[src/design/i2c_addr_baud_pkg.sv]
// Package: register map, field positions and reset values of the port
package i2c_addr_baud_pkg;
  // Register indices on the plain register port
  localparam logic [7:0] ADDR_DIVIDER_OFS = 8'h00; // Address or baud divider
  localparam logic [7:0] ADDRESS_MASK_OFS = 8'h01; // Slave address mask
  localparam logic [7:0] DATA_BUFFER_OFS = 8'h02; // Data buffer
  localparam logic [7:0] PORT_CONTROL_OFS = 8'h03; // Mode control
  localparam logic [7:0] PORT_STATUS_OFS = 8'h04; // Block status
  localparam logic [7:0] LEVEL_SELECT_OFS = 8'h05; // Pin input levels
  // Reset values
  localparam logic [7:0] ADDR_DIVIDER_RST = 8'h00;
  localparam logic [7:0] ADDRESS_MASK_RST = 8'hFF;
  localparam logic [7:0] PORT_CONTROL_RST = 8'h00;
  localparam logic [1:0] LEVEL_SELECT_RST = 2'h0;
  // Control field positions
  localparam int CTRL_MASTER_BIT = 0; // 1 = master, runs the baud divider
  localparam int CTRL_TEN_BIT = 1; // 1 = 10-bit slave address
  localparam int CTRL_DEDICATED_BIT = 2; // 1 = dedicated bus pins in use
  // Status field positions
  localparam int STAT_BUF_FULL_BIT = 0; // Received byte waits in buffer
  localparam int STAT_MATCH_BIT = 1; // Last address byte matched
  localparam int STAT_FIFO_FULL_BIT = 2; // Receive FIFO is full
  localparam int STAT_SCL_BIT = 3; // Present generated clock level
  // Fixed upper pattern of a 10-bit address high byte
  localparam logic [4:0] TEN_BIT_PATTERN = 5'h1E;
  // Receive FIFO shape
  localparam int FIFO_WIDTH = 8;
  localparam int FIFO_DEPTH = 16;
endpackage : i2c_addr_baud_pkg

[src/design/i2c_address_and_baud_register.sv]
// Address, baud divider and data buffer part of the serial port, with FIFO
// Contract
// - Master clock period is 4*(divider+1) cycles
// - High address byte upper bits must be 11110
// - High byte uses register bits 2:1, bit0 ignored
// - Low address byte compares all eight bits
// - Seven-bit mode: bits 7:1 are address
// - Data buffer readable, writable, kept across resets
// - Dedicated pins ignore input level selection
// - Only mask-one bits take part in matching, except high-byte bits 7:3, always checked against 11110
//
// The register offsets and the plain strobed port are this design's own decisions.
`timescale 1ns/1ns
`default_nettype none
// Synchronous FIFO with valid and ready on both sides
module byte_fifo #(
  parameter int WIDTH = 8,
  parameter int DEPTH = 16
) (
  input wire logic sys_clk_in,
  input wire logic rst_in,
  input wire logic ce_in,
  input wire logic in_valid_in,
  output logic in_ready_out,
  input wire logic [WIDTH-1:0] in_data_in,
  output logic out_valid_out,
  input wire logic out_ready_in,
  output logic [WIDTH-1:0] out_data_out
);
  localparam int AW = $clog2(DEPTH);
  logic [WIDTH-1:0] mem [DEPTH]; // Storage words
  logic [AW-1:0] wr_ptr_r, wr_ptr_nxt; // Write pointer
  logic [AW-1:0] rd_ptr_r, rd_ptr_nxt; // Read pointer
  logic [AW:0] count_r, count_nxt; // Words held
  logic push, pop; // Accepted transfers
  // Handshakes follow occupancy
  assign in_ready_out = (count_r != DEPTH[AW:0]);
  assign out_valid_out = (count_r != '0);
  assign out_data_out = mem[rd_ptr_r];
  assign push = in_valid_in && in_ready_out;
  assign pop = out_valid_out && out_ready_in;
  // Next pointer and count values
  always_comb begin
    wr_ptr_nxt = push ? wr_ptr_r + 1'b1 : wr_ptr_r;
    rd_ptr_nxt = pop ? rd_ptr_r + 1'b1 : rd_ptr_r;
    count_nxt = count_r + {{AW{1'b0}}, push} - {{AW{1'b0}}, pop};
  end
  // Register pointers and count
  always_ff @(posedge sys_clk_in) begin
    if (rst_in) begin
      wr_ptr_r <= '0;
      rd_ptr_r <= '0;
      count_r <= '0;
    end else if (ce_in) begin
      wr_ptr_r <= wr_ptr_nxt;
      rd_ptr_r <= rd_ptr_nxt;
      count_r <= count_nxt;
    end
  end
  // Memory write, no reset on storage
  always_ff @(posedge sys_clk_in) begin
    if (ce_in && push) begin
      mem[wr_ptr_r] <= in_data_in;
    end
  end
endmodule : byte_fifo
// Top of the block
module i2c_address_and_baud_register (
  input wire logic sys_clk_in,
  input wire logic rst_in,
  input wire logic ce_in,
  input wire logic [7:0] reg_addr_in,
  input wire logic [7:0] reg_wdata_in,
  input wire logic reg_wr_in,
  input wire logic reg_rd_in,
  output logic [7:0] reg_rdata_out,
  input wire logic scl_pin_in,
  input wire logic sda_pin_in,
  output logic scl_sync_out,
  output logic sda_sync_out,
  output logic scl_o_out,
  output logic scl_oe_out,
  output logic [1:0] level_select_out,
  input wire logic addr_valid_in,
  input wire logic [7:0] addr_byte_in,
  input wire logic addr_low_phase_in,
  output logic match_valid_out,
  output logic match_out,
  input wire logic rx_valid_in,
  output logic rx_ready_out,
  input wire logic [7:0] rx_data_in,
  output logic tx_load_out,
  output logic [7:0] tx_data_out
);
  // Registers
  logic [7:0] divider_r, divider_nxt; // Address or baud divider
  logic [7:0] mask_r, mask_nxt; // Address mask
  logic [7:0] control_r, control_nxt; // Mode control
  logic [1:0] level_r, level_nxt; // Input level selection
  logic [7:0] data_buffer_r, data_buffer_nxt; // Data buffer, never reset
  logic buf_full_r, buf_full_nxt; // Received byte waiting
  logic [7:0] rdata_r, rdata_nxt; // Read data
  // Baud generator
  logic [8:0] baud_cnt_r, baud_cnt_nxt; // Half period down counter
  logic scl_r, scl_nxt; // Generated clock level
  // Matcher
  logic match_r, match_nxt; // Registered match
  logic match_valid_r, match_valid_nxt; // Match result strobe
  logic tx_load_r, tx_load_nxt; // Buffer written by software
  // Pin synchronisers
  logic scl_meta_r, scl_sync_r, sda_meta_r, sda_sync_r;
  // FIFO drain side
  logic fifo_valid, fifo_ready;
  logic [7:0] fifo_data;
  logic is_master, is_ten, is_dedicated; // Control decode
  logic [8:0] half_reload; // Reload value of the half period
  // Address compare of one received byte
  function automatic logic addr_match(input logic [7:0] rx,
                                      input logic low_phase,
                                      input logic ten,
                                      input logic [7:0] own,
                                      input logic [7:0] msk);
    logic [7:0] diff;
    diff = (rx ^ own) & msk; // Mask-zero bits drop out
    if (!ten) begin
      addr_match = (diff[7:1] == 7'h00); // Bit 0 unused
    end else if (!low_phase) begin
      addr_match = (rx[7:3] == i2c_addr_baud_pkg::TEN_BIT_PATTERN)
                   && (diff[2:1] == 2'h0);
    end else begin
      addr_match = (diff == 8'h00);
    end
  endfunction : addr_match
  assign is_master = control_r[i2c_addr_baud_pkg::CTRL_MASTER_BIT];
  assign is_ten = control_r[i2c_addr_baud_pkg::CTRL_TEN_BIT];
  assign is_dedicated = control_r[i2c_addr_baud_pkg::CTRL_DEDICATED_BIT];
  // Each half lasts 2*(divider+1) cycles: counter runs 2*divider+1 to 0
  assign half_reload = {divider_r, 1'b1};
  assign fifo_ready = !buf_full_r;
  // Received bytes wait in the FIFO until the buffer is free
  byte_fifo #(
    .WIDTH(i2c_addr_baud_pkg::FIFO_WIDTH),
    .DEPTH(i2c_addr_baud_pkg::FIFO_DEPTH)
  ) rx_fifo (
    .sys_clk_in(sys_clk_in),
    .rst_in(rst_in),
    .ce_in(ce_in),
    .in_valid_in(rx_valid_in),
    .in_ready_out(rx_ready_out),
    .in_data_in(rx_data_in),
    .out_valid_out(fifo_valid),
    .out_ready_in(fifo_ready),
    .out_data_out(fifo_data)
  );
  // Register file next values, buffer load and read mux
  always_comb begin
    divider_nxt = divider_r;
    mask_nxt = mask_r;
    control_nxt = control_r;
    level_nxt = level_r;
    data_buffer_nxt = data_buffer_r;
    buf_full_nxt = buf_full_r;
    tx_load_nxt = 1'b0;
    rdata_nxt = 8'h00;
    // Reading the buffer frees it
    if (reg_rd_in && reg_addr_in == i2c_addr_baud_pkg::DATA_BUFFER_OFS) begin
      buf_full_nxt = 1'b0;
    end
    // Free buffer takes the next received byte
    if (fifo_valid && fifo_ready) begin
      data_buffer_nxt = fifo_data;
      buf_full_nxt = 1'b1;
    end
    if (reg_wr_in) begin
      unique case (reg_addr_in)
        i2c_addr_baud_pkg::ADDR_DIVIDER_OFS: divider_nxt = reg_wdata_in;
        i2c_addr_baud_pkg::ADDRESS_MASK_OFS: mask_nxt = reg_wdata_in;
        i2c_addr_baud_pkg::PORT_CONTROL_OFS: control_nxt = reg_wdata_in;
        i2c_addr_baud_pkg::LEVEL_SELECT_OFS: level_nxt = reg_wdata_in[1:0];
        i2c_addr_baud_pkg::DATA_BUFFER_OFS: begin
          data_buffer_nxt = reg_wdata_in;
          tx_load_nxt = 1'b1;
        end
        default: ; // Unmapped writes are dropped
      endcase
    end
    if (reg_rd_in) begin
      unique case (reg_addr_in)
        i2c_addr_baud_pkg::ADDR_DIVIDER_OFS: rdata_nxt = divider_r;
        i2c_addr_baud_pkg::ADDRESS_MASK_OFS: rdata_nxt = mask_r;
        i2c_addr_baud_pkg::PORT_CONTROL_OFS: rdata_nxt = control_r;
        i2c_addr_baud_pkg::LEVEL_SELECT_OFS: rdata_nxt = {6'h00, level_r};
        i2c_addr_baud_pkg::DATA_BUFFER_OFS: rdata_nxt = data_buffer_r;
        i2c_addr_baud_pkg::PORT_STATUS_OFS: begin
          rdata_nxt[i2c_addr_baud_pkg::STAT_BUF_FULL_BIT] = buf_full_r;
          rdata_nxt[i2c_addr_baud_pkg::STAT_MATCH_BIT] = match_r;
          rdata_nxt[i2c_addr_baud_pkg::STAT_FIFO_FULL_BIT] = !rx_ready_out;
          rdata_nxt[i2c_addr_baud_pkg::STAT_SCL_BIT] = scl_r;
        end
        default: rdata_nxt = 8'h00; // Unmapped reads give zero
      endcase
    end
  end
  // Register file state; the data buffer keeps its value over reset
  always_ff @(posedge sys_clk_in) begin
    if (rst_in) begin
      divider_r <= i2c_addr_baud_pkg::ADDR_DIVIDER_RST;
      mask_r <= i2c_addr_baud_pkg::ADDRESS_MASK_RST;
      control_r <= i2c_addr_baud_pkg::PORT_CONTROL_RST;
      level_r <= i2c_addr_baud_pkg::LEVEL_SELECT_RST;
      buf_full_r <= 1'b0;
      tx_load_r <= 1'b0;
      rdata_r <= 8'h00;
    end else if (ce_in) begin
      divider_r <= divider_nxt;
      mask_r <= mask_nxt;
      control_r <= control_nxt;
      level_r <= level_nxt;
      buf_full_r <= buf_full_nxt;
      tx_load_r <= tx_load_nxt;
      rdata_r <= rdata_nxt;
    end
  end
  // Buffer register, untouched by reset
  always_ff @(posedge sys_clk_in) begin
    if (ce_in) begin
      data_buffer_r <= data_buffer_nxt;
    end
  end
  // Baud divider next state
  always_comb begin
    baud_cnt_nxt = baud_cnt_r;
    scl_nxt = scl_r;
    if (!is_master) begin
      baud_cnt_nxt = half_reload; // Idle: clock released high
      scl_nxt = 1'b1;
    end else if (baud_cnt_r == 9'h000) begin
      baud_cnt_nxt = half_reload;
      scl_nxt = !scl_r;
    end else begin
      baud_cnt_nxt = baud_cnt_r - 9'h001;
    end
  end
  // Baud divider state
  always_ff @(posedge sys_clk_in) begin
    if (rst_in) begin
      baud_cnt_r <= 9'h000;
      scl_r <= 1'b1;
    end else if (ce_in) begin
      baud_cnt_r <= baud_cnt_nxt;
      scl_r <= scl_nxt;
    end
  end
  // Address matcher next state
  always_comb begin
    match_valid_nxt = addr_valid_in && !is_master;
    match_nxt = match_r;
    if (addr_valid_in && !is_master) begin
      match_nxt = addr_match(addr_byte_in, addr_low_phase_in, is_ten,
                             divider_r, mask_r);
    end
  end
  // Address matcher state
  always_ff @(posedge sys_clk_in) begin
    if (rst_in) begin
      match_r <= 1'b0;
      match_valid_r <= 1'b0;
    end else if (ce_in) begin
      match_r <= match_nxt;
      match_valid_r <= match_valid_nxt;
    end
  end
  // Two-stage synchronisers on the bus pins
  always_ff @(posedge sys_clk_in) begin
    if (rst_in) begin
      scl_meta_r <= 1'b1;
      scl_sync_r <= 1'b1;
      sda_meta_r <= 1'b1;
      sda_sync_r <= 1'b1;
    end else if (ce_in) begin
      scl_meta_r <= scl_pin_in;
      scl_sync_r <= scl_meta_r;
      sda_meta_r <= sda_pin_in;
      sda_sync_r <= sda_meta_r;
    end
  end
  // Outputs
  assign reg_rdata_out = rdata_r;
  assign scl_sync_out = scl_sync_r;
  assign sda_sync_out = sda_sync_r;
  assign scl_o_out = 1'b0; // Open drain: only ever pulls low
  assign scl_oe_out = is_master && !scl_r;
  assign level_select_out = is_dedicated ? 2'h0 : level_r;
  assign match_valid_out = match_valid_r;
  assign match_out = match_r;
  assign tx_load_out = tx_load_r;
  assign tx_data_out = data_buffer_r;
  // Checks
  a_scl_half_end: assert property (@(posedge sys_clk_in) disable iff (rst_in)
    (ce_in && is_master && baud_cnt_r == 9'h000) |=> (scl_r != $past(scl_r)))
    else $error("Clock did not toggle at end of half");
  a_baud_reload: assert property (@(posedge sys_clk_in) disable iff (rst_in)
    (ce_in && is_master && baud_cnt_r == 9'h000)
      |=> (baud_cnt_r == {$past(divider_r), 1'b1}))
    else $error("Divider reload value wrong");
  a_hi_pattern: assert property (@(posedge sys_clk_in) disable iff (rst_in)
    (ce_in && addr_valid_in && !is_master && is_ten && !addr_low_phase_in
      && addr_byte_in[7:3] != 5'h1E) |=> !match_out)
    else $error("High byte matched without fixed pattern");
  a_hi_two_bits: assert property (@(posedge sys_clk_in) disable iff (rst_in)
    (ce_in && addr_valid_in && !is_master && is_ten && !addr_low_phase_in
      && addr_byte_in[7:3] == 5'h1E
      && ((addr_byte_in[2:1] ^ divider_r[2:1]) & mask_r[2:1]) == 2'h0)
      |=> match_out)
    else $error("High byte should have matched");
  a_lo_full_byte: assert property (@(posedge sys_clk_in) disable iff (rst_in)
    (ce_in && addr_valid_in && !is_master && is_ten && addr_low_phase_in)
      |=> (match_out == ((($past(addr_byte_in) ^ $past(divider_r))
                          & $past(mask_r)) == 8'h00)))
    else $error("Low byte match wrong");
  a_seven_bit: assert property (@(posedge sys_clk_in) disable iff (rst_in)
    (ce_in && addr_valid_in && !is_master && !is_ten)
      |=> (match_out == ((($past(addr_byte_in[7:1]) ^ $past(divider_r[7:1]))
                          & $past(mask_r[7:1])) == 7'h00)))
    else $error("Seven-bit match wrong");
  a_mask_zero: assert property (@(posedge sys_clk_in) disable iff (rst_in)
    (ce_in && addr_valid_in && !is_master && !is_ten && mask_r[7:1] == 7'h00)
      |=> ##0 (match_valid_out && match_out))
    else $error("Masked-off bits blocked a match");
  a_level_ignore: assert property (@(posedge sys_clk_in) disable iff (rst_in)
    is_dedicated |-> (level_select_out == 2'h0))
    else $error("Level selection leaked to dedicated pins");
  a_buf_load: assert property (@(posedge sys_clk_in) disable iff (rst_in)
    (ce_in && fifo_valid && !buf_full_r) |=> (buf_full_r
      && data_buffer_r == $past(fifo_data)))
    else $error("Buffer did not take received byte");
endmodule : i2c_address_and_baud_register
`default_nettype wire

[config.mk]
export PLATFORM = sky130hd
export DESIGN_NAME = i2c_address_and_baud_register
export DESIGN_NICKNAME = d
export VERILOG_FILES = /design/src/design/i2c_addr_baud_pkg.sv /design/src/design/i2c_address_and_baud_register.sv
export SDC_FILE = /design/constraint.sdc
export NUM_CORES = 1
export LEC_CHECK = 0
export BUFFER_PORTS_ARGS = -buffer_cell sky130_fd_sc_hd__buf_2
export CORE_ASPECT_RATIO = 2
export CORE_MARGIN = 2
export CORE_UTILIZATION = 50
export DETAILED_ROUTE_END_ITERATION = 16
export GPL_ROUTABILITY_DRIVEN = 0
export PLACE_DENSITY = 0.71
export SLEW_MARGIN = 20
export SYNTH_ARGS = -nofsm -noshare
export SYNTH_HDL_FRONTEND = slang
export SYNTH_SLANG_ARGS = --single-unit
[constraint.sdc]
create_clock -name sys_clk_in -period 3.05 [get_ports sys_clk_in]
set_input_delay 0.305 -clock sys_clk_in [delete_from_list [all_inputs] [get_ports sys_clk_in]]
set_output_delay 0.305 -clock sys_clk_in [all_outputs]
set_load 0.005 [all_outputs]
==> impl_metrics.py <==
metrics = {
    "clock_tree": {
        "clockBufferDepth": 3,
        "path_clk_slew_ns": 0.07,
        "cts_tree": "done",
        "cts_root_buffer": "clkbuf_16",
        "htreeDepth": 1,
        "cts.sinks": 205,
        "cts-buffers-inserted": 19,
        "insertion_delay_ns": 0.49,
        "cts_hold_buf": 0,
    },
    "die": {
        "die_x_um": 98.25,
        "ios": 68,
        "chipHeight_um": 192.5,
        "initial_core_util": 0.5044,
        "rows": 69,
        "die_area_um2": 18910,
        "fp.coreArea_um2": 17610,
    },
    "timing": {
        "whs_ns": 0.02559,
        "setup_viol": 0,
        "relSlewSlack": 0.4102,
        "fin_crit_ns": 2.980,
        "post-route-period-util": 0.9771,
        "final_max_slew_viol_count": 0,
        "final_hold_viol_count": 0,
        "worst_slew_pin_slew_ns": 0.8847,
        "fmax_ghz": 0.3355,
        "skew_ns": 0.009695,
        "final.setup.tns_ns": 0,
        "fin_ws_ns": 0.06976,
    },
    "worst_hold_path": {
        "whs_endpoint": "sda_meta_r",
        "hold_depth": 2,
        "hp-start": "sda_pin_in",
        "hold_class": "input port to flop",
    },
    "route": {
        "drc": 0,
        "routed_via_density": 5.994,
        "vias": 5946,
        "drt-total-wl_mm": 20.96,
        "initialDrtViolationCount": 365,
        "wire_per_inst_um": 21.13,
        "first_pass_iters": 6,
        "postRouteAntennaNets": 0,
    },
    "job": {
        "cap_violations": 0,
    },
    "critical_path": {
        "r2r-start": "rx_fifo.count_r[2]",
        "arrival_ns": 3.36,
        "worstPathMaxFanout": 3,
        "worstPathRequired_ns": 3.43,
        "reg2reg_depth": 15,
        "timing.rr.end": "rx_fifo.count_r[4]",
        "cp-start-kind": "flop",
        "critPathKind": "flop to flop",
        "end_kind": "flop",
        "regToRegSetupSlack_ns": 0.07,
    },
    "place": {
        "hpwlAfterDp_mm": 14.25,
        "place_ws_ns": 0.004701,
        "port_buffers": 66,
        "dpl.cell_count": 955,
    },
    "finish": {
        "area_growth_pct": 15.51,
        "antenna_cells": 0,
        "fin_nets": 821,
        "stdcell_count": 992,
        "drive_gt1_frac": 0.2413,
    },
    "yosys": {
        "synthArstFlopShare": 0,
        "syn_nets": 739,
        "netlist_instances": 684,
        "avgSynthCellArea_um2": 12.99,
        "ys.flop_type": "edfxtp_1",
        "synth.distinct_cells": 70,
        "synth-edff-count": 136,
        "ys_ff_latch": 205,
        "yosys_warnings": 0,
        "ys_seq_area_frac": 0.6152,
        "synthesis.area_um2": 8884,
    },
    "grt": {
        "grt_overflow": 0,
        "grt_pass1_vias": 5946,
        "grt_max_degree": 48,
        "grtUsageTotal": 0.2198,
        "grt_pass1_wl_mm": 32.46,
        "antenna_found_initial": 0,
    },
    "pwr": {
        "power.total_mw": 7.686,
        "power_density_nw_per_um2": 749.0,
        "p_leak_nw": 3.596,
        "ir_drop_v": 0.0005844,
    },
    "status": {
        "status": "completed",
    },
}
-- cells in the mapped netlist (3+ instances only) --
cell type    n  area [um2]
mux2i_1     37       370.4
nor2_1      71       266.5
a21oi_1     16       80.08
buf_2       10       50.05
o22ai_1     13       81.33
edfxtp_1   136        4084
and3_1       3       18.77
or3_1        5       31.28
nand3_1     11       55.05
nand2_1     34       127.6
a31oi_1     10       62.56
a211oi_1    13       97.59
ha_1        12       150.1
nand2b_1     8       50.05
mux2_2      17       191.4
inv_1       18       67.56
a221oi_1     9       78.83
a222oi_1     3       30.03
buf_1        5       18.77
nand3b_1     3       22.52
mux4_2      16       360.4
nor2b_1     24       150.1
clkbuf_1    20       75.07
a22oi_1     10       75.07
a2111oi_0    8       70.07
o21ai_0     11       55.05
xor2_1      13       113.9
buf_6        3       33.78
buf_4        3       22.52
dfxtp_1     69        1381
nor3_1      10       50.05
nor4_1       3       18.77
a211o_1     12       105.1
-- where the power goes --
part           internal, mW  leakage [nW]  switching, mW
clock                  1.51         0.317           1.02
sequential             3.15          1.79          0.214
combinational         0.888          1.49          0.903
-- routing by layer --
metal,up-vias,GRT usage,wire [um]
met5,-,0,0
met4,0,0.07323,589
met3,44,0.02644,1245
met2,217,0.3720,10480
met1,2934,0.2963,8640
li1,2751,-,-
-- what timing repair did --
action	4_1_cts	5_1_grt
buffers inserted	0	3
pin swaps	0	4
resized for setup	1	11
setup endpoints to repair	1	1
cloned	0	0
-- worst max path at each step --
stage	startpoint	end	slack, ns
floorplan	rx_fifo.count_r[2]	rx_fifo.count_r[4]	0.07
global placement	rx_fifo.count_r[2]	rx_fifo.count_r[4]	0.1
detailed placement	rx_fifo.count_r[2]	rx_fifo.count_r[4]	0.005
CTS	rx_fifo.count_r[2]	rx_fifo.count_r[4]	0.003
global route	rx_fifo.count_r[2]	rx_fifo.count_r[4]	-0.12
finish	rx_fifo.count_r[2]	rx_fifo.count_r[4]	0.07
-- logic make-up after synthesis --
| family | share of synthesized area |
|---|---|
| AOI/OAI and AO/OA | 0.1028 |
| adders and majority gates | 0.01915 |
| other | 0.0004221 |
| muxes | 0.1038 |
| and+or+nand+nor | 0.1128 |
| buffers and inverters | 0.03098 |
| xor gates and xnor gates | 0.01479 |
| DFF | 0.6152 |
-- cell type report --
class | instances | area [um2]
well taps | 213 | 266.5
repair buffers | 102 | 600.6
clock buffers | 21 | 493.0
clock inverters | 13 | 172.7
fillers | 1415 | 7351
flip-flops and latches | 205 | 5469
multi-input cells | 418 | 3184
inverters | 20 | 75.07
-- registers in the layout, indices dropped and copies added (netlist names), 2 cells and up, named ones only --
register	flops
rx_fifo.mem	128
baud_cnt_r	9
control_r	8
divider_r	8
mask_r	8
reg_rdata_out	8
tx_data_out	8
rx_fifo.count_r	5
rx_fifo.rd_ptr_r	4
rx_fifo.wr_ptr_r	4
level_r	2
-- worst max-delay path, cell delays in order, from the launching register on --
cell,delay (ns)
dfxtp_2,0.34
inv_2,0.06
ha_2,0.19
nor4b_4,0.24
or2_1,0.18
inv_2,0.05
ha_1,0.29
inv_1,0.07
ha_2,0.18
inv_1,0.06
fa_2,0.37
nand2b_4,0.16
a21oi_4,0.13
o21ai_1,0.07
a21oi_1,0.15
mux2_2,0.34
-- cell usage in the layout (no fill, tap or decap), types with 9 or more instances in the layout --
cell / count
a221oi_1: 9
a211o_1: 12
buf_4: 36
a31oi_1: 10
buf_2: 66
a211oi_1: 13
mux2_2: 17
inv_1: 16
o22ai_1: 13
nor2b_1: 24
o21ai_0: 10
nand3_1: 11
mux2i_1: 37
xor2_1: 13
ha_1: 10
mux4_2: 16
dfxtp_1: 66
nand2_1: 34
clkbuf_16: 19
a21oi_1: 15
nor2_1: 71
edfxtp_1: 136
nor3_1: 10
a22oi_1: 10
-- metrics by stage --
stage                 util  cell area (um2)
finish              0.5826            10260
floorplan                -             8890
detailed placement  0.5414             9535
global placement    0.5414             9535
CTS                 0.5793            10200
global route        0.5826            10260
No activity file was read; power rests on OpenSTA's default activity.
